File: src/rtl/spvc_map.svh
// Purpose: Constants of the serial-bus PHY vendor control bank.
// Assumes: 32-bit AHB-Lite words, one register per aligned word.
// Notes: Byte address of a register is four times its index.
// Notes on behaviour
// - With the policy bit set and acceleration on, requests clear only on packets over 8 bits.
// - With the policy bit set and acceleration on, acks of 8 bits, null and short packets leave requests pending.
// - With the policy bit clear, any non-ack packet clears fair and priority requests.
// - The policy bit is one read/write bit, 0 after hard reset, kept over bus reset.
// - Link speed codes are 00 S100, 01 S200, 10 S400, and 11 is illegal.
// - The link-speed value is copied into the speed field of the sent self-ID packet.
// - Peers are always told S400 during self-ID speed signalling.
// - Hard reset loads link speed with 10 and bus reset leaves it alone.
// - Writing 1 to the software reset bit performs a full hard reset; here it restarts the fields for four cycles but not the bus slave.
// - The software reset bit always reads back as 0.
// - Three strap inputs give the default power class reported in self-ID bits 21 to 23.
// - Straps load after each hard reset and a later power-class write overrides them.
// - Power codes: 000 none, 001-011 self source, 100 bus source, 101 reserved, 11x need link power.
// - Link speed sits in register 8 of page 7 together with the policy bit.
`ifndef SPVC_MAP_SVH
`define SPVC_MAP_SVH

// Register indices
`define SPVC_IDX_PWR      4
`define SPVC_IDX_PAGE     7
`define SPVC_IDX_VCTL     8
`define SPVC_IDX_VRST     14
`define SPVC_IDX_STAT     16
`define SPVC_IDX_PAGED_LO 8
`define SPVC_IDX_PAGED_HI 15

// Byte addresses
`define SPVC_ADDR_PWR  (8'(`SPVC_IDX_PWR * 4))
`define SPVC_ADDR_PAGE (8'(`SPVC_IDX_PAGE * 4))
`define SPVC_ADDR_VCTL (8'(`SPVC_IDX_VCTL * 4))
`define SPVC_ADDR_VRST (8'(`SPVC_IDX_VRST * 4))
`define SPVC_ADDR_STAT (8'(`SPVC_IDX_STAT * 4))

// Field positions
`define SPVC_PAGE_MSB   7
`define SPVC_PAGE_LSB   5
`define SPVC_POLICY_BIT 7
`define SPVC_SPEED_MSB  1
`define SPVC_SPEED_LSB  0
`define SPVC_SWR_BIT    7
`define SPVC_PWR_MSB    2
`define SPVC_PWR_LSB    0
`define SPVC_ST_FAIR    3
`define SPVC_ST_PRI     4
`define SPVC_ST_SPD_MSB 6
`define SPVC_ST_SPD_LSB 5

// Values
`define SPVC_VENDOR_PAGE  3'h7
`define SPVC_PAGE_RST     3'h0
`define SPVC_POLICY_RST   1'h0
`define SPVC_SPEED_S400   2'h2
`define SPVC_SPEED_ILLEGAL 2'h3
`define SPVC_PEER_S400    3'h2
`define SPVC_PWR_RST      3'h0
`define SPVC_ACK_BITS     8
`define SPVC_SWR_CYCLES   3'h4

`endif

File: src/rtl/spvc_pkg.sv
// Purpose: Types of the serial-bus PHY vendor control bank.
// Assumes: Constants come from spvc_map.svh.
// Notes: Power-class decoding is shared by the bank and its users.
package spvc_pkg;

	// Register selected by a bus address
	typedef enum logic [2:0] {
		SPVC_REG_NONE,
		SPVC_REG_PWR,
		SPVC_REG_PAGE,
		SPVC_REG_VCTL,
		SPVC_REG_VRST,
		SPVC_REG_STAT
	} spvc_reg_t;

	// Soft reset sequencer
	typedef enum logic [0:0] {
		SPVC_RUN,
		SPVC_SOFT_RST
	} spvc_rst_st_t;

	// Meaning of a power-class code
	typedef enum logic [2:0] {
		SPVC_PWR_NONE,
		SPVC_PWR_SELF_SRC,
		SPVC_PWR_BUS_SRC,
		SPVC_PWR_RESERVED,
		SPVC_PWR_NEED_LINK
	} spvc_pwr_kind_t;

	// Classify a power-class code
	function automatic spvc_pwr_kind_t spvc_pwr_kind(input logic [2:0] code);
		spvc_pwr_kind_t k;
		k = SPVC_PWR_NONE;
		case (code)
			3'h0:
				k = SPVC_PWR_NONE;
			3'h1, 3'h2, 3'h3:
				k = SPVC_PWR_SELF_SRC;
			3'h4:
				k = SPVC_PWR_BUS_SRC;
			3'h5:
				k = SPVC_PWR_RESERVED;
			default:
				k = SPVC_PWR_NEED_LINK;
		endcase
		return k;
	endfunction

endpackage

File: src/rtl/spvc_req_clear.sv
// Purpose: Pending fair and priority requests and their clearing policy.
// Assumes: Packet-end pulse comes with the received data bit count.
// Notes: A set in the clearing cycle keeps the request pending.
`timescale 1ns/100ps
`include "spvc_map.svh"
module spvc_req_clear #(
	parameter int BITS_W = 16
) (
	// Clock and reset
	input  wire logic              core_clk,
	input  wire logic              rst_n,
	// Control
	input  wire logic              policy,
	input  wire logic              arb_accel_en,
	// Packet receive events
	input  wire logic              pkt_rx_done,
	input  wire logic [BITS_W-1:0] pkt_rx_bits,
	// Request events
	input  wire logic              fair_req_set,
	input  wire logic              pri_req_set,
	// Pending state
	output logic                   fair_pend_r,
	output logic                   pri_pend_r
);

	localparam logic [BITS_W-1:0] ACK_BITS = BITS_W'(`SPVC_ACK_BITS);

	logic clr;
	logic fair_pend_nxt;
	logic pri_pend_nxt;

	// Decide whether this packet drops requests; set beats clear
	always_comb
	begin
		if (policy && arb_accel_en)
			clr = pkt_rx_done && (pkt_rx_bits > ACK_BITS);
		else
			clr = pkt_rx_done && (pkt_rx_bits != ACK_BITS);
		fair_pend_nxt = fair_req_set | (fair_pend_r & ~clr);
		pri_pend_nxt  = pri_req_set | (pri_pend_r & ~clr);
	end

	// Request flags
	always_ff @(posedge core_clk)
	begin
		if (!rst_n)
		begin
			fair_pend_r <= 1'b0;
			pri_pend_r  <= 1'b0;
		end
		else
		begin
			fair_pend_r <= fair_pend_nxt;
			pri_pend_r  <= pri_pend_nxt;
		end
	end

endmodule

File: src/rtl/spvc_selfid.sv
// Purpose: Self-ID speed and power fields, with strap-loaded power class.
// Assumes: Straps are steady around reset release.
// Notes: Straps are taken on the first edge after reset, never under it.
`timescale 1ns/100ps
`include "spvc_map.svh"
module spvc_selfid (
	// Clock and reset
	input  wire logic                   core_clk,
	input  wire logic                   rst_n,
	// Sources
	input  wire logic [2:0]             power_class_straps,
	input  wire logic [1:0]             link_speed,
	input  wire logic                   pwr_wr,
	input  wire logic [2:0]             pwr_wdata,
	// Self-ID fields
	output logic [1:0]                  self_id_speed_field_r,
	output logic [2:0]                  peer_speed_r,
	output logic [2:0]                  pwr_class_r,
	output spvc_pkg::spvc_pwr_kind_t    pwr_kind_r
);

	logic                       load_pend_r;
	logic                       load_pend_nxt;
	logic [2:0]                 pwr_class_nxt;
	spvc_pkg::spvc_pwr_kind_t   pwr_kind_nxt;

	// Power class: straps after reset, software write after that
	always_comb
	begin
		load_pend_nxt = 1'b0;
		pwr_class_nxt = pwr_class_r;
		if (pwr_wr)
			pwr_class_nxt = pwr_wdata;
		else if (load_pend_r)
			pwr_class_nxt = power_class_straps;
		pwr_kind_nxt = spvc_pkg::spvc_pwr_kind(pwr_class_nxt);
	end

	// Field registers
	always_ff @(posedge core_clk)
	begin
		if (!rst_n)
		begin
			load_pend_r           <= 1'b1;
			pwr_class_r           <= `SPVC_PWR_RST;
			pwr_kind_r            <= spvc_pkg::SPVC_PWR_NONE;
			self_id_speed_field_r <= `SPVC_SPEED_S400;
			peer_speed_r          <= `SPVC_PEER_S400;
		end
		else
		begin
			load_pend_r           <= load_pend_nxt;
			pwr_class_r           <= pwr_class_nxt;
			pwr_kind_r            <= pwr_kind_nxt;
			self_id_speed_field_r <= link_speed;
			peer_speed_r          <= `SPVC_PEER_S400;
		end
	end

endmodule

File: src/rtl/spvc_top.sv
// Purpose: Vendor control bank of a three-port serial-bus PHY on AHB-Lite.
// Assumes: Single-word transfers; one slave, so hready mirrors hreadyout.
// Notes: Soft reset restarts the fields but never the bus slave itself.
`timescale 1ns/100ps
`include "spvc_map.svh"
module spvc_top #(
	parameter int PKT_BITS_W = 16
) (
	// Clock and reset
	input  wire logic                  core_clk,
	input  wire logic                  resetn,
	// AHB-Lite slave
	input  wire logic                  hsel,
	input  wire logic [31:0]           haddr,
	input  wire logic [1:0]            htrans,
	input  wire logic                  hwrite,
	input  wire logic [2:0]            hsize,
	input  wire logic [31:0]           hwdata,
	input  wire logic                  hready,
	output logic                       hreadyout,
	output logic [31:0]                hrdata,
	output logic                       hresp,
	// Arbitration events
	input  wire logic                  arb_accel_en,
	input  wire logic                  pkt_rx_done,
	input  wire logic [PKT_BITS_W-1:0] pkt_rx_bits,
	input  wire logic                  fair_req_set,
	input  wire logic                  pri_req_set,
	// Straps
	input  wire logic [2:0]            power_class_straps,
	// Arbitration state
	output logic                       fair_req_pending,
	output logic                       pri_req_pending,
	// Self-ID
	output logic [1:0]                 self_id_speed_field,
	output logic [2:0]                 peer_speed_code,
	output logic [2:0]                 self_id_power_field,
	output spvc_pkg::spvc_pwr_kind_t   power_class_kind,
	// Soft reset in progress
	output logic                       soft_reset_active
);

	// Map an address to a register, page 7 gating the upper bank
	function automatic spvc_pkg::spvc_reg_t reg_of(
		input logic [7:0] addr,
		input logic [2:0] page
	);
		spvc_pkg::spvc_reg_t r;
		r = spvc_pkg::SPVC_REG_NONE;
		if (addr == `SPVC_ADDR_PWR)
			r = spvc_pkg::SPVC_REG_PWR;
		else if (addr == `SPVC_ADDR_PAGE)
			r = spvc_pkg::SPVC_REG_PAGE;
		else if (addr == `SPVC_ADDR_STAT)
			r = spvc_pkg::SPVC_REG_STAT;
		else if (page != `SPVC_VENDOR_PAGE)
			r = spvc_pkg::SPVC_REG_NONE;
		else if (addr == `SPVC_ADDR_VCTL)
			r = spvc_pkg::SPVC_REG_VCTL;
		else if (addr == `SPVC_ADDR_VRST)
			r = spvc_pkg::SPVC_REG_VRST;
		return r;
	endfunction

	// Bus phase state
	logic                  wr_pend_r;
	logic                  wr_pend_nxt;
	spvc_pkg::spvc_reg_t   wr_reg_r;
	spvc_pkg::spvc_reg_t   wr_reg_nxt;
	logic [31:0]           hrdata_nxt;
	logic                  addr_ok;
	spvc_pkg::spvc_reg_t   rd_reg;

	// Field state
	logic [2:0]            page_r;
	logic [2:0]            page_nxt;
	logic                  policy_r;
	logic                  policy_nxt;
	logic [1:0]            speed_r;
	logic [1:0]            speed_nxt;
	logic                  pwr_wr;

	// Soft reset state
	spvc_pkg::spvc_rst_st_t rst_st_r;
	spvc_pkg::spvc_rst_st_t rst_st_nxt;
	logic [2:0]            rst_cnt_r;
	logic [2:0]            rst_cnt_nxt;
	logic                  swr_hit;
	logic                  core_rst_n;

	// Sub-block outputs
	logic [2:0]            pwr_class;

	// Fields restart on either the pin or the soft sequencer
	assign core_rst_n = resetn && (rst_st_r == spvc_pkg::SPVC_RUN);

	// Address phase taken when selected, active and bus ready
	assign addr_ok = hsel && hready && htrans[1];
	assign rd_reg  = reg_of(haddr[7:0], page_nxt);

	// Data-phase write into the fields
	always_comb
	begin
		page_nxt   = page_r;
		policy_nxt = policy_r;
		speed_nxt  = speed_r;
		pwr_wr     = 1'b0;
		swr_hit    = 1'b0;
		if (wr_pend_r)
		begin
			case (wr_reg_r)
				spvc_pkg::SPVC_REG_PAGE:
					page_nxt = hwdata[`SPVC_PAGE_MSB:`SPVC_PAGE_LSB];
				spvc_pkg::SPVC_REG_VCTL:
				begin
					policy_nxt = hwdata[`SPVC_POLICY_BIT];
					// Illegal speed code is dropped, keeping the old value
					if (hwdata[`SPVC_SPEED_MSB:`SPVC_SPEED_LSB] != `SPVC_SPEED_ILLEGAL)
						speed_nxt = hwdata[`SPVC_SPEED_MSB:`SPVC_SPEED_LSB];
				end
				spvc_pkg::SPVC_REG_VRST:
					swr_hit = hwdata[`SPVC_SWR_BIT];
				spvc_pkg::SPVC_REG_PWR:
					pwr_wr = 1'b1;
				default:
					pwr_wr = 1'b0;
			endcase
		end
	end

	// Bus slave: capture the write, answer page and control reads from next values
	always_comb
	begin
		wr_pend_nxt = addr_ok && hwrite;
		wr_reg_nxt  = spvc_pkg::SPVC_REG_NONE;
		hrdata_nxt  = 32'h0000_0000;
		if (addr_ok && hwrite)
			wr_reg_nxt = reg_of(haddr[7:0], page_nxt);
		// Next values let a read see a write just ahead of it
		if (addr_ok && !hwrite)
		begin
			if (rd_reg == spvc_pkg::SPVC_REG_PAGE)
				hrdata_nxt[`SPVC_PAGE_MSB:`SPVC_PAGE_LSB] = page_nxt;
			else if (rd_reg == spvc_pkg::SPVC_REG_VCTL)
			begin
				hrdata_nxt[`SPVC_POLICY_BIT] = policy_nxt;
				hrdata_nxt[`SPVC_SPEED_MSB:`SPVC_SPEED_LSB] = speed_nxt;
			end
			else if (rd_reg == spvc_pkg::SPVC_REG_VRST)
				hrdata_nxt = 32'h0000_0000;
			else if (rd_reg == spvc_pkg::SPVC_REG_PWR)
				hrdata_nxt[`SPVC_PWR_MSB:`SPVC_PWR_LSB] = pwr_class;
			else if (rd_reg == spvc_pkg::SPVC_REG_STAT)
			begin
				hrdata_nxt[`SPVC_PWR_MSB:`SPVC_PWR_LSB] = self_id_power_field;
				hrdata_nxt[`SPVC_ST_FAIR] = fair_req_pending;
				hrdata_nxt[`SPVC_ST_PRI]  = pri_req_pending;
				hrdata_nxt[`SPVC_ST_SPD_MSB:`SPVC_ST_SPD_LSB] = self_id_speed_field;
			end
		end
	end

	// Soft reset sequencer; the bit itself is never stored
	always_comb
	begin
		rst_st_nxt  = rst_st_r;
		rst_cnt_nxt = rst_cnt_r;
		case (rst_st_r)
			spvc_pkg::SPVC_RUN:
			begin
				if (swr_hit)
				begin
					rst_st_nxt  = spvc_pkg::SPVC_SOFT_RST;
					rst_cnt_nxt = `SPVC_SWR_CYCLES;
				end
			end
			spvc_pkg::SPVC_SOFT_RST:
			begin
				rst_cnt_nxt = rst_cnt_r - 3'h1;
				if (rst_cnt_r == 3'h1)
					rst_st_nxt = spvc_pkg::SPVC_RUN;
			end
			default:
				rst_st_nxt = spvc_pkg::SPVC_RUN;
		endcase
	end

	// Bus and sequencer registers, only the pin resets them
	always_ff @(posedge core_clk)
	begin
		if (!resetn)
		begin
			wr_pend_r         <= 1'b0;
			wr_reg_r          <= spvc_pkg::SPVC_REG_NONE;
			hrdata            <= 32'h0000_0000;
			hreadyout         <= 1'b1;
			hresp             <= 1'b0;
			rst_st_r          <= spvc_pkg::SPVC_RUN;
			rst_cnt_r         <= 3'h0;
			soft_reset_active <= 1'b0;
		end
		else
		begin
			wr_pend_r         <= wr_pend_nxt;
			wr_reg_r          <= wr_reg_nxt;
			hrdata            <= hrdata_nxt;
			hreadyout         <= 1'b1; // No wait states
			hresp             <= 1'b0; // Always OKAY
			rst_st_r          <= rst_st_nxt;
			rst_cnt_r         <= rst_cnt_nxt;
			soft_reset_active <= (rst_st_nxt == spvc_pkg::SPVC_SOFT_RST);
		end
	end

	// Fields: pin or soft reset restores defaults; bus reset does not reach here
	always_ff @(posedge core_clk)
	begin
		if (!core_rst_n)
		begin
			page_r   <= `SPVC_PAGE_RST;
			policy_r <= `SPVC_POLICY_RST;
			speed_r  <= `SPVC_SPEED_S400;
		end
		else
		begin
			page_r   <= page_nxt;
			policy_r <= policy_nxt;
			speed_r  <= speed_nxt;
		end
	end

	// Request clearing under the null-packet policy
	spvc_req_clear #(
		.BITS_W        (PKT_BITS_W)
	) u_req (
		.core_clk      (core_clk),
		.rst_n         (core_rst_n),
		.policy        (policy_r),
		.arb_accel_en  (arb_accel_en),
		.pkt_rx_done   (pkt_rx_done),
		.pkt_rx_bits   (pkt_rx_bits),
		.fair_req_set  (fair_req_set),
		.pri_req_set   (pri_req_set),
		.fair_pend_r   (fair_req_pending),
		.pri_pend_r    (pri_req_pending)
	);

	// Self-ID fields and power class
	spvc_selfid u_sid (
		.core_clk              (core_clk),
		.rst_n                 (core_rst_n),
		.power_class_straps    (power_class_straps),
		.link_speed            (speed_r),
		.pwr_wr                (pwr_wr),
		.pwr_wdata             (hwdata[`SPVC_PWR_MSB:`SPVC_PWR_LSB]),
		.self_id_speed_field_r (self_id_speed_field),
		.peer_speed_r          (peer_speed_code),
		.pwr_class_r           (pwr_class),
		.pwr_kind_r            (power_class_kind)
	);

	// Power field of the self-ID packet tracks the class register
	assign self_id_power_field = pwr_class;

endmodule
File: config.mk
export PLATFORM = sky130hd
export DESIGN_NAME = spvc_top
export DESIGN_NICKNAME = d
export VERILOG_FILES = /design/src/rtl/spvc_pkg.sv /design/src/rtl/spvc_req_clear.sv /design/src/rtl/spvc_selfid.sv /design/src/rtl/spvc_top.sv
export VERILOG_INCLUDE_DIRS = /design/src /design/src/rtl
export SDC_FILE = /design/constraint.sdc
export NUM_CORES = 1
export LEC_CHECK = 0
export ABC_AREA = 1
export BUFFER_PORTS_ARGS = -buffer_cell sky130_fd_sc_hd__clkbuf_2
export CORE_UTILIZATION = 25
export CTS_CLUSTER_SIZE = 40
export DETAILED_ROUTE_END_ITERATION = 8
export PLACE_DENSITY = 0.68
export SYNTH_ARGS = -nofsm -noshare
export SYNTH_HDL_FRONTEND = slang
export SYNTH_SLANG_ARGS = --single-unit
File: constraint.sdc
create_clock -name core_clk -period 1.05 [get_ports core_clk]
set_input_delay 0.21 -clock core_clk [delete_from_list [all_inputs] [get_ports core_clk]]
set_output_delay 0.21 -clock core_clk [all_outputs]
set_load 0.02 [all_outputs]
==> out/qor.csv, run 1 <==
stage;metric;value;unit
layout;register area;674;µm²
synth;Synth area leaders;dfxtp_1 38%, buf_4 13%, nor2_1 9.3%;
sta;RSZ-0062 raised after global routing;true;
synth;post-synth top area cell;dfxtp_1;
layout;ant diodes;0;
layout;share of post-route cells with drive strength above 1;39.4;%
sta;Hold Fails Final Rpt;0;
run_status;failing checks;setup timing;
cts;Num CTS Buffers;5;
routing;via count;1611;
layout;Layout Nets;425;
global_route;vias in the first global route;1521;
routing;ANT nets after route;0;
sta;Final Cycle Share;120;%
synth;warnings from Yosys;0;
die;# rows;29;
hold_path;Worst Hold Path EP;u_req.fair_pend_r;
synth;Netlist cell types;29;
synth;synthesized cell area;1730;µm²
global_route;GRT Util Overall;10.9;%
worst_setup_path;r2r endpoint;hrdata[0];
die;io pins;145;
sta;final hold slack;144;ps
pwr;maximum vdd drop;0.000394;V
layout;filler instances;685;
hold_path;HP Class;primary input to register;
layout;commonest non-fill, non-tap cell in the layout;clkbuf_2;
job;total of max-cap violations;0;
routing;Starting DRT DRC Count;33;
cts;Max clock buf depth;2;
worst_setup_path;kind of critical path;register to register;
global_route;pin count of the biggest net entering global routing;11;
worst_setup_path;critical path required time;1230;ps
cts;CTS Hold Bufs;0;
pwr;Flop pwr share;50.1;%
worst_setup_path;worst-path fanout max;4;
worst_setup_path;slowest CP cell;dfxtp_2;
place;Final HPWL DP;3120;µm
cts;CTS tree;built;
worst_setup_path;CP top delay family;simple AND/OR/NAND/NOR gates;
worst_setup_path;R2R setup slack;-210;ps
place;port bufs;61;
pwr;power density cells;1100;nW/µm²
synth;Yosys reg bits;33;
routing;WL/cell;9.46;µm
die;Die ar.;7260;µm²
global_route;first-pass GRT wire length;6150;µm
cts;CTS H-Tree Depth;2;
worst_setup_path;Critical Path Sink Type;register;
synth;Mean Syn Cell Area;7.16;µm²
global_route;initial antenna violation count;0;
die;Core Area;6530;µm²
worst_setup_path;Critical Path Start Type;register;
hold_path;hold path depth;3;
run_status;outcome;finished with violations;
routing;DR vias/cell;3.99;
cts;Sink Count;33;
worst_setup_path;worst path cell trace;nor2_4 -> nand2_2 -> nand2_2 -> nand2_4 -> nor2_4 -> o211ai_1 -> nand3_1 -> nand2_1;
cts;Skew-Pair Late Insertion Delay;290;ps
cts;Worst-path clk slew;70;ps
layout;commonest non-fill, non-tap cells in the layout;55 x clkbuf_2, 38 x inv_1, 38 x nor2_1;
sta;setup TNS;-1730;ps
pwr;Leak;1.22;nW
layout;area of the multi-input gates;870;µm²
routing;DRC;0;
pwr;Sw Pwr;0.000701;W
pwr;Int Pwr;0.00187;W
worst_setup_path;arrival time at the worst endpoint;1440;ps
global_route;GRT overflow;0;
die;chip height;85.2;µm
hold_path;hold wc startpoint;fair_req_set;
worst_setup_path;crit path buf inv count;0;
worst_setup_path;cells on worst reg2reg path;8;
pwr;Combinational Power Share;14.3;%
worst_setup_path;RR Startpoint;wr_reg_r[2];
layout;Area Overhead vs Synth;35.3;%
synth;sequential area share after synthesis;38.2;%
pwr;Net Sw Frac;27.3;%
die;Initial Util;26.5;%
sta;min Tclk post-route;1260;ps
sta;count of pins over their slew limit;0;
sta;clk_skew;11.0;ps
worst_setup_path;Largest stage delay, worst path;350;ps
sta;setup ws final;-213;ps
die;Die X;85.2;µm
cts;root buf cell;clkbuf_8;
place;GPL Wtd Cong;0.724;
synth;top cell type's share of synthesized area;38.2;%
sta;Max Fclk;792;MHz
pwr;Clk pwr share;35.5;%
sta;Final Setup Violations;18;
synth;Syn Inst Count;242;
routing;drt pass-1 iters;4;
routing;routed wire length;3820;µm
-- synth_stat cells, drive strengths merged --
master  count
nand4       3
or2         2
nand2      40
buf        30
xor2        1
inv        42
o211ai      1
o21ai       9
nor2       48
dfxtp      33
nand3      15
ha          2
conb        2
nor3        2
nand3b      1
o22ai       3
a31oi       1
a21oi       7
-- per-layer routing --
layer / global-route usage, % / share of wire, %
met5: 0 / 0
met3: 3.11 / 6.0
met2: 20.5 / 49
met4: 4.31 / 1.9
met1: 11.2 / 43
-- worst register-to-register path, cell delays in order (launching register included) --
cell      delay [ps]
dfxtp_2          350
nor2_4           120
nand2_2           90
nand2_2           80
nand2_4           50
nor2_4           140
o211ai_1         150
nand3_1          120
nand2_1           50
-- final cells by class --
type / count / share of cell area (%)
inverters: 42 / 6.73
clock inverters: 2 / 0.427
flip-flops and latches: 33 / 28.8
clock buffers: 6 / 3.10
multi-input cells: 164 / 37.1
well taps: 77 / 4.11
repair buffers: 80 / 19.8
-- stage by stage --
step | total power [W] | std cells | setup WS (ps) | utilization, % | instance area, µm²
final | 0.00257 | 404 | -213 | 35.9 | 2340
after global routing | 0.00272 | 404 | -314 | 35.9 | 2340
after CTS | 0.00258 | 403 | -203 | 34.8 | 2270
after detailed placement | 0.00166 | 395 | -285 | 33.0 | 2160
after global placement | 0.00166 | 395 | -212 | 33.0 | 2160
after floorplan | 0.00160 | 269 | -86.1 | - | 1840
-- kinds of logic (layout without fill, tap and decap cells) --
logic type               count (synthesis)  count (layout)  share of synthesized area (%)
AND/OR/NAND/NOR                        111             111                           30.3
buffers and inverters                   72             130                           22.0
AO/OA/AOI/OAI                           21              21                           7.15
other                                    2              29                          0.434
adder cells (fa/ha/maj)                  2               2                           1.44
XOR/XNOR                                 1               1                          0.506
flip-flops                              33              33                           38.2
-- power groups by stage --
| stage | combinational (W) | sequential [W] | clock (W) |
|---|---|---|---|
| after global routing | 0.000406 | 0.00129 | 0.00103 |
| after detailed placement | 0.000345 | 0.00132 | 0 |
| after global placement | 0.000342 | 0.00132 | 0 |
| after floorplan | 0.000257 | 0.00134 | 0 |
| final | 0.000369 | 0.00129 | 0.000913 |
| after CTS | 0.000352 | 0.00129 | 0.000942 |
-- state kept, by name (all words and copies together) (netlist names) --
signal and flops:
hrdata 8, page_r 3, policy_r 1, rst_cnt_r 3
rst_st_r 1, speed_r 2, u_req.fair_pend_r 1, u_req.pri_pend_r 1
u_sid.load_pend_r 1, u_sid.pwr_class_r 3, u_sid.pwr_kind_r 3, u_sid.self_id_speed_field_r 2
wr_pend_r 1, wr_reg_r 3
-- worst max path at each step --
stage,start,endpoint,slack (ps),cells after the start
after floorplan,wr_reg_r[0],hrdata[0],-90,8
after global placement,haddr[1],hrdata[7],-210,9
after detailed placement,haddr[1],hrdata[7],-280,9
after CTS,wr_reg_r[0],hrdata[7],-200,9
after global routing,wr_reg_r[0],u_sid.pwr_kind_r[0],-310,7
final,wr_reg_r[2],hrdata[0],-210,8
-- timing repair --
item                       CTS  global route
setup endpoints to repair   23            27
gates resized for setup     13            23
pin swaps                    0             5
buffers inserted             0             2
gates cloned                 0             0
Note: power is estimated with default switching activity, not from simulation.
==> run 2: changes to the inputs <==
--- a/config.mk
+++ b/config.mk
@@ -8,10 +8,10 @@
 export LEC_CHECK = 0
 export ABC_AREA = 1
 export BUFFER_PORTS_ARGS = -buffer_cell sky130_fd_sc_hd__clkbuf_2
-export CORE_UTILIZATION = 25
+export CORE_UTILIZATION = 35
 export CTS_CLUSTER_SIZE = 40
 export DETAILED_ROUTE_END_ITERATION = 8
-export PLACE_DENSITY = 0.68
+export PLACE_DENSITY = 0.84
 export SYNTH_ARGS = -nofsm -noshare
 export SYNTH_HDL_FRONTEND = slang
 export SYNTH_SLANG_ARGS = --single-unit
==> constraint.sdc (replaced) <==
create_clock -name core_clk -period 1.35 [get_ports core_clk]
set_input_delay 0.27 -clock core_clk [delete_from_list [all_inputs] [get_ports core_clk]]
set_output_delay 0.27 -clock core_clk [all_outputs]
set_load 0.02 [all_outputs]
==> run 2 against run 1 <==
Net effect: the flow now finishes without violations; fmax decreased by 1.3%; power is 24% lower; core utilization grew 8.9 points; clock power is 25% lower; routed wire length decreased by 9.6%; non-clock buffer count fell by 14; critical path type unchanged; highest routed layer unchanged.
==> out/qor.csv, run 2 (synthesis gave the netlist of run 1 again) <==
stage;metric;value;unit;change
sta;setup ws final;69.5;ps;+283 ps
worst_setup_path;worst-path fanout max;4;;unchanged
worst_setup_path;r2r endpoint;hrdata[0];;
worst_setup_path;arrival time at the worst endpoint;1450;ps;about the same
cts;Skew-Pair Late Insertion Delay;280;ps;about the same
cts;Worst-path clk slew;60;ps;about the same
routing;drt pass-1 iters;4;;unchanged
pwr;PnR Total Power;0.00195;W;-24%
hold_path;hold wc startpoint;fair_req_set;;
layout;Area Overhead vs Synth;22.8;%;
routing;WL/cell;9.09;µm;-3.9%
run_status;outcome;completed;;
hold_path;hold path depth;3;;unchanged
global_route;vias in the first global route;1405;;-7.6%
worst_setup_path;Critical Path Start Type;register;;
cts;CTS tree;built;;
layout;max reg flops;8;;unchanged
job;total of max-cap violations;0;;unchanged
worst_setup_path;RR Startpoint;wr_reg_r[0];;
global_route;GR Layer Usage met1;12.5;%;+1.2 points
hold_path;Worst Hold Path EP;u_req.fair_pend_r;;
worst_setup_path;Critical Path Sink Type;register;;
pwr;Leak;1.11;nW;-9.0%
place;port bufs;61;;unchanged
global_route;GRT Util Overall;13.3;%;+2.4 points
sta;RSZ-0062 raised after global routing;true;;
routing;routed wire length;3450;µm;-9.6%
global_route;initial antenna violation count;0;;unchanged
place;Final HPWL DP;2900;µm;-7.1%
layout;Largest Register;hrdata;;
worst_setup_path;cells on worst reg2reg path;8;;unchanged
routing;DRC;0;;unchanged
pwr;power density cells;915;nW/µm²;-17%
worst_setup_path;Largest stage delay, worst path;330;ps;-20 ps
worst_setup_path;R2R setup slack;70;ps;+280 ps
sta;Max Fclk;781;MHz;-1.3%
layout;commonest non-fill, non-tap cells in the layout;61 x clkbuf_2, 43 x nor2_1, 40 x inv_1;;
pwr;maximum vdd drop;0.000520;V;+32%
die;Core Area;4750;µm²;-27%
sta;Hold Fails Final Rpt;0;;unchanged
place;dpl cell area;2030;µm²;-5.9%
cts;Max clock buf depth;2;;unchanged
sta;setup TNS;0;ps;+1730 ps
global_route;GRT overflow;0;;unchanged
sta;count of pins over their slew limit;0;;unchanged
routing;Starting DRT DRC Count;43;;+30%
worst_setup_path;slowest CP cell;dfxtp_2;;
worst_setup_path;kind of critical path;register to register;;
layout;ant diodes;0;;unchanged
die;chip height;72.3;µm;-15%
hold_path;HP Class;primary input to register;;
sta;Final Cycle Share;94.9;%;-25 points
die;io pins;145;;unchanged
layout;Finished Cell Area;2130;µm²;-9.2%
layout;share of post-route cells with drive strength above 1;30.7;%;-8.8 points
cts;root buf cell;clkbuf_8;;
worst_setup_path;critical path required time;1520;ps;+290 ps
global_route;met3 Usage GRT;3.89;%;+0.78 points
die;# rows;25;;-14%
layout;commonest non-fill, non-tap cell in the layout;clkbuf_2;;
worst_setup_path;worst path cell trace;nor2_4 -> nand2_2 -> nand2_2 -> nand2_4 -> nor2_4 -> o211ai_1 -> nand3_1 -> nand2_1;;
cts;Num CTS Buffers;5;;unchanged
cts;CTS H-Tree Depth;2;;unchanged
sta;final hold slack;216;ps;+71.6 ps
place;Place WS;-3.82;ps;+281 ps
global_route;pin count of the biggest net entering global routing;11;;unchanged
routing;ANT nets after route;0;;unchanged
routing;DR vias/cell;4.12;;+3.3%
global_route;GR peak layer;met2;;
global_route;grt met2 use;26.7;%;+6.2 points
sta;Final Setup Violations;0;;-18
cts;Sink Count;33;;unchanged
die;Die X;72.3;µm;-15%
layout;Layout Nets;411;;-3.3%
routing;via count;1565;;-2.9%
sta;min Tclk post-route;1280;ps;+17.2 ps
place;GPL Wtd Cong;0.795;;+9.8%
die;Die ar.;5230;µm²;-28%
global_route;first-pass GRT wire length;5370;µm;-13%
sta;clk_skew;7.36;ps;-3.60 ps
die;Initial Util;36.4;%;+9.9 points
-- run 2: changes by cell type in the layout (fill, tap and decap cells not counted), sizes merged --
cell    previous run  this run
clkbuf            64        67
buf               22         5
-- run 2: power by group --
group	total, W	switching (W)	internal (W)	leakage (nW)
Sequential	0.00100	0.0000107	0.000992	0.270
Clock	0.000685	0.000329	0.000356	0.0450
Combinational	0.000259	0.000172	0.0000868	0.796
Total	0.00195	0.000511	0.00144	1.11
-- run 2: critical path, delay by kind of cell, from the launching register on --
| family | cells | cell delay, ps |
|---|---|---|
| compound gates | 1 | 160 |
| flops | 1 | 330 |
| simple gates | 7 | 680 |
-- run 2: how the worst max path moves through the flow --
| stage | start | endpoint | cells past startpoint |
|---|---|---|---|
| 5_1_grt | wr_reg_r[0] | hrdata[0] | 9 |
| 4_1_cts | wr_reg_r[2] | hrdata[1] | 8 |
| 3_3_place_gp | haddr[1] | hrdata[1] | 7 |
| 3_5_place_dp | haddr[7] | hrdata[1] | 8 |
| 6_report | wr_reg_r[0] | hrdata[0] | 8 |
| 2_1_floorplan | wr_reg_r[0] | hrdata[0] | 8 |
-- run 2: area by class of cell --
class                           instances  area (µm²)
Inverter                               42         158
Timing Repair Buffer                   66         343
Multi-Input combinational cell        164         795
Sequential cell                        33         666
Fill cell                             495        2630
Tap cell                               67        83.8
Clock buffer                            6        72.6
Clock inverter                          2        10.0
-- run 2: stage by stage --
stage               util, %  cells
floorplan                 -    269
global placement       42.7    371
detailed placement     42.7    371
CTS                    44.4    379
global route           44.7    380
finish                 44.7    380
-- run 2: metal layers --
metal / up-vias / part of all wire [%]
met4: 0 / 0.49
met5: - / 0
met3: 2 / 6.7
li1: 820 / -
met2: 57 / 53
met1: 686 / 40
-- run 2: what timing repair did --
item,4_1_cts,5_1_grt
setup endpoints to repair,0,5
buffers inserted,0,1
hold buffers,0,0
endpoints found under the hold margin,0,0
gates resized for setup,0,5
==> run 3: changes to the inputs <==
--- a/config.mk
+++ b/config.mk
@@ -14,4 +14,5 @@
 export PLACE_DENSITY = 0.84
 export SYNTH_ARGS = -nofsm -noshare
 export SYNTH_HDL_FRONTEND = slang
+export SYNTH_HIERARCHICAL = 1
 export SYNTH_SLANG_ARGS = --single-unit
==> run 3 against run 2 <==
Net effect: the flow now finishes with violations (setup timing); clock skew grew 0.80 ps; die area grew 0.98%; highest routed layer unchanged; worst setup slack lost 140 ps; largest cell class unchanged; sequential power is essentially flat; register-to-register slack lost 140 ps; fmax shrank 9.9%; sequential share of layout area shrank 2.8 points; first-iteration DRC count shrank 4.7%; core utilization grew 4.6 points; combinational power grew 4%.
==> out/qor.csv, run 3 <==
stage;metric;value;unit;change
layout;Largest Register;hrdata;;
pwr;maximum vdd drop;0.000534;V;+2.6%
cts;Sink Count;33;;unchanged
synth;top cell type's share of synthesized area;37.8;%;-0.38 points
job;total of max-cap violations;0;;unchanged
sta;Max Fclk;703;MHz;-9.9%
die;chip height;72.7;µm;+0.49%
layout;register area;668;µm²;+0.38%
pwr;PnR Total Power;0.00208;W;+7.1%
layout;commonest non-fill, non-tap cells in the layout;61 x clkbuf_2, 44 x nand2_1, 34 x inv_1;;
sta;RSZ-0062 raised after global routing;true;;
synth;synthesized cell area;1750;µm²;+1.0%
routing;Starting DRT DRC Count;41;;-4.7%
worst_setup_path;Critical Path Start Type;register;;
routing;drt pass-1 iters;4;;unchanged
synth;top-count cell post-synth;nand2_1;;
synth;Synth area leaders;dfxtp_1 38%, buf_4 12%, nand2_1 11%;;
routing;WL/cell;9.49;µm;+4.4%
run_status;failing checks;setup timing;;
worst_setup_path;Largest stage delay, worst path;350;ps;+20 ps
synth;simple-gate portion of the synthesized area;32.8;%;+2.5 points
place;dpl cell area;2100;µm²;+3.7%
cts;Worst-path clk slew;70;ps;about the same
cts;root buf cell;clkbuf_8;;
die;Initial Util;36.8;%;+0.37 points
sta;count of pins over their slew limit;0;;unchanged
synth;Syn Inst Count;251;;+3.7%
layout;share of post-route cells with drive strength above 1;37.9;%;+7.2 points
sta;Hold Fails Final Rpt;0;;unchanged
layout;commonest non-fill, non-tap cell in the layout;clkbuf_2;;
die;Die X;72.7;µm;+0.49%
global_route;vias in the first global route;1503;;+7.0%
place;GPL Wtd Cong;0.893;;+12%
sta;setup ws final;-71.6;ps;-141 ps
layout;Finished Cell Area;2340;µm²;+10%
synth;main combinational cell family by area after synthesis;simple AND/OR/NAND/NOR gates;;
cts;CTS H-Tree Depth;2;;unchanged
sta;final hold slack;195;ps;-20.4 ps
worst_setup_path;worst path cell trace;inv_4 -> nor2_4 -> nand2_2 -> nand2_2 -> nand2_4 -> buf_6 -> nand4_1 -> nand3_1 -> nand2_1 -> inv_1;;
cts;Skew-Pair Late Insertion Delay;290;ps;about the same
place;port bufs;61;;unchanged
cts;Max clock buf depth;2;;unchanged
synth;post-synthesis mux area share;0;%;unchanged
synth;Synth Flop Type;dfxtp_1;;
global_route;GRT overflow;0;;unchanged
hold_path;HP Class;primary input to register;;
global_route;GRT Util Overall;14.7;%;+1.5 points
pwr;power density cells;890;nW/µm²;-2.8%
routing;routed wire length;3770;µm;+9.1%
routing;via count;1677;;+7.2%
worst_setup_path;kind of critical path;register to register;;
layout;fin cells;397;;+4.5%
global_route;pin count of the biggest net entering global routing;11;;unchanged
worst_setup_path;cell mode on critical path;nand2_2;;
synth;ys async rst share;0;%;unchanged
synth;warnings from Yosys;6;;+6
layout;Layout Nets;428;;+4.1%
layout;filler instances;483;;-2.4%
run_status;outcome;finished with violations;;
synth;sequential area share after synthesis;37.8;%;-0.38 points
die;Die ar.;5280;µm²;+0.98%
sta;Final Setup Violations;6;;+6
global_route;GR peak layer;met2;;
die;Core Area;4750;µm²;unchanged
die;# rows;25;;unchanged
worst_setup_path;critical path required time;1540;ps;+20 ps
place;Inst Count DP;385;;+3.8%
synth;Mean Syn Cell Area;6.97;µm²;-2.6%
global_route;first-pass GRT wire length;5860;µm;+9.1%
worst_setup_path;slowest CP cell;dfxtp_2;;
synth;post-synthesis compound-gate area fraction;6.51;%;-0.64 points
synth;Post-Synth Adder-Cell Area;1.43;%;-0.014 points
pwr;Leak;1.17;nW;+5.5%
worst_setup_path;Critical Path Sink Type;register;;
synth;Post-synth EDFFs;0;;unchanged
synth;post-synth top area cell;dfxtp_1;;
cts;CTS tree;built;;
cts;Num CTS Buffers;5;;unchanged
synth;xor-xnor portion of the synthesized cell area;0;%;-0.51 points
layout;ant diodes;0;;unchanged
cts;CTS Hold Bufs;0;;unchanged
sta;min Tclk post-route;1420;ps;+141 ps
synth;Commonest cells post-synth;49 x nand2_1, 35 x inv_1, 34 x nor2_1;;
routing;ANT nets after route;0;;unchanged
routing;DR vias/cell;4.22;;+2.6%
layout;area of the multi-input gates;915;µm²;+15%
routing;DRC;0;;unchanged
sta;Final Cycle Share;105;%;+10 points
synth;Yosys reg bits;33;;unchanged
sta;clk_skew;8.16;ps;+0.803 ps
global_route;grt met2 use;26.3;%;-0.42 points
die;io pins;145;;unchanged
worst_setup_path;arrival time at the worst endpoint;1610;ps;+160 ps
layout;Area Overhead vs Synth;34.0;%;
layout;Util after Layout;49.3;%;+4.6 points
place;Final HPWL DP;3000;µm;+3.5%
synth;Netlist cell types;24;;-17%
global_route;initial antenna violation count;0;;unchanged
global_route;met3 Usage GRT;5.52;%;+1.6 points
worst_setup_path;worst-path fanout max;5;;+1
global_route;GR Layer Usage met1;15.0;%;+2.6 points
layout;max reg flops;8;;unchanged
-- run 3: changes by cell type after synthesis, moves of 3 or more --
| cell | delta |
|---|---|
| a21oi_1 | +6 |
| nor2_2 | +6 |
| or2_2 | +3 |
| inv_1 | -5 |
| nor2_1 | -9 |
| o21ai_1 | -3 |
| nand2_1 | +15 |
-- run 3: cell type report --
type / count / area share, %
Clock buffer: 7 / 4.11
Clock inverter: 1 / 0.214
Inverter: 38 / 6.19
Multi-Input combinational cell: 176 / 39.0
Sequential cell: 33 / 28.5
Tap cell: 67 / 3.58
Timing Repair Buffer: 75 / 18.4
-- run 3: through the flow --
| stage | setup TNS, ps | setup WS (ps) |
|---|---|---|
| floorplan | 0 | 32.1 |
| global placement | 0 | 22.6 |
| detailed placement | -66.2 | -34.2 |
| CTS | -14.6 | -8.73 |
| global route | -883 | -174 |
| finish | -220 | -71.6 |
-- run 3: per-layer routing --
metal	vias to the layer above	wire (µm)
li1	865	-
met1	724	1540
met2	76	1820
met3	12	296
met4	0	108
met5	-	0
-- run 3: logic make-up (layout without fill, tap and decap cells) --
| logic type | count (synthesis) | count (layout) |
|---|---|---|
| AOI/OAI and AO/OA | 20 | 20 |
| adders and majority gates | 2 | 2 |
| buffers and inverters | 67 | 121 |
| DFF | 33 | 33 |
| other | 4 | 29 |
| and+or+nand+nor | 125 | 125 |
-- run 3: final timing paths --
path	from	endpoint	slack (ps)	cells after the start
max	wr_pend_r	wr_reg_r[0]	-70	10
min	fair_req_set	u_req/fair_pend_r	200	3
max reg2reg	wr_pend_r	wr_reg_r[0]	-70	10
min reg2reg	speed_r[0]	u_sid/self_id_speed_field_r[0]	440	2
-- run 3: repair_timing --
action,4_1_cts,5_1_grt
resized for setup,9,18
setup buffers,1,3
setup endpoints to repair,5,8
pin swaps,3,9
-- run 3: power by group --
part / internal (W) / switching, W
combinational: 0.0000898 / 0.000180
clock: 0.000460 / 0.000354
sequential: 0.000990 / 0.0000110
-- run 3: critical path: cells and delay by family, from the launching register on --
kind                   cells  cell delay (ps)
AND/OR/NAND/NOR            7              750
buffers and inverters      3              210
flip-flops                 1              350
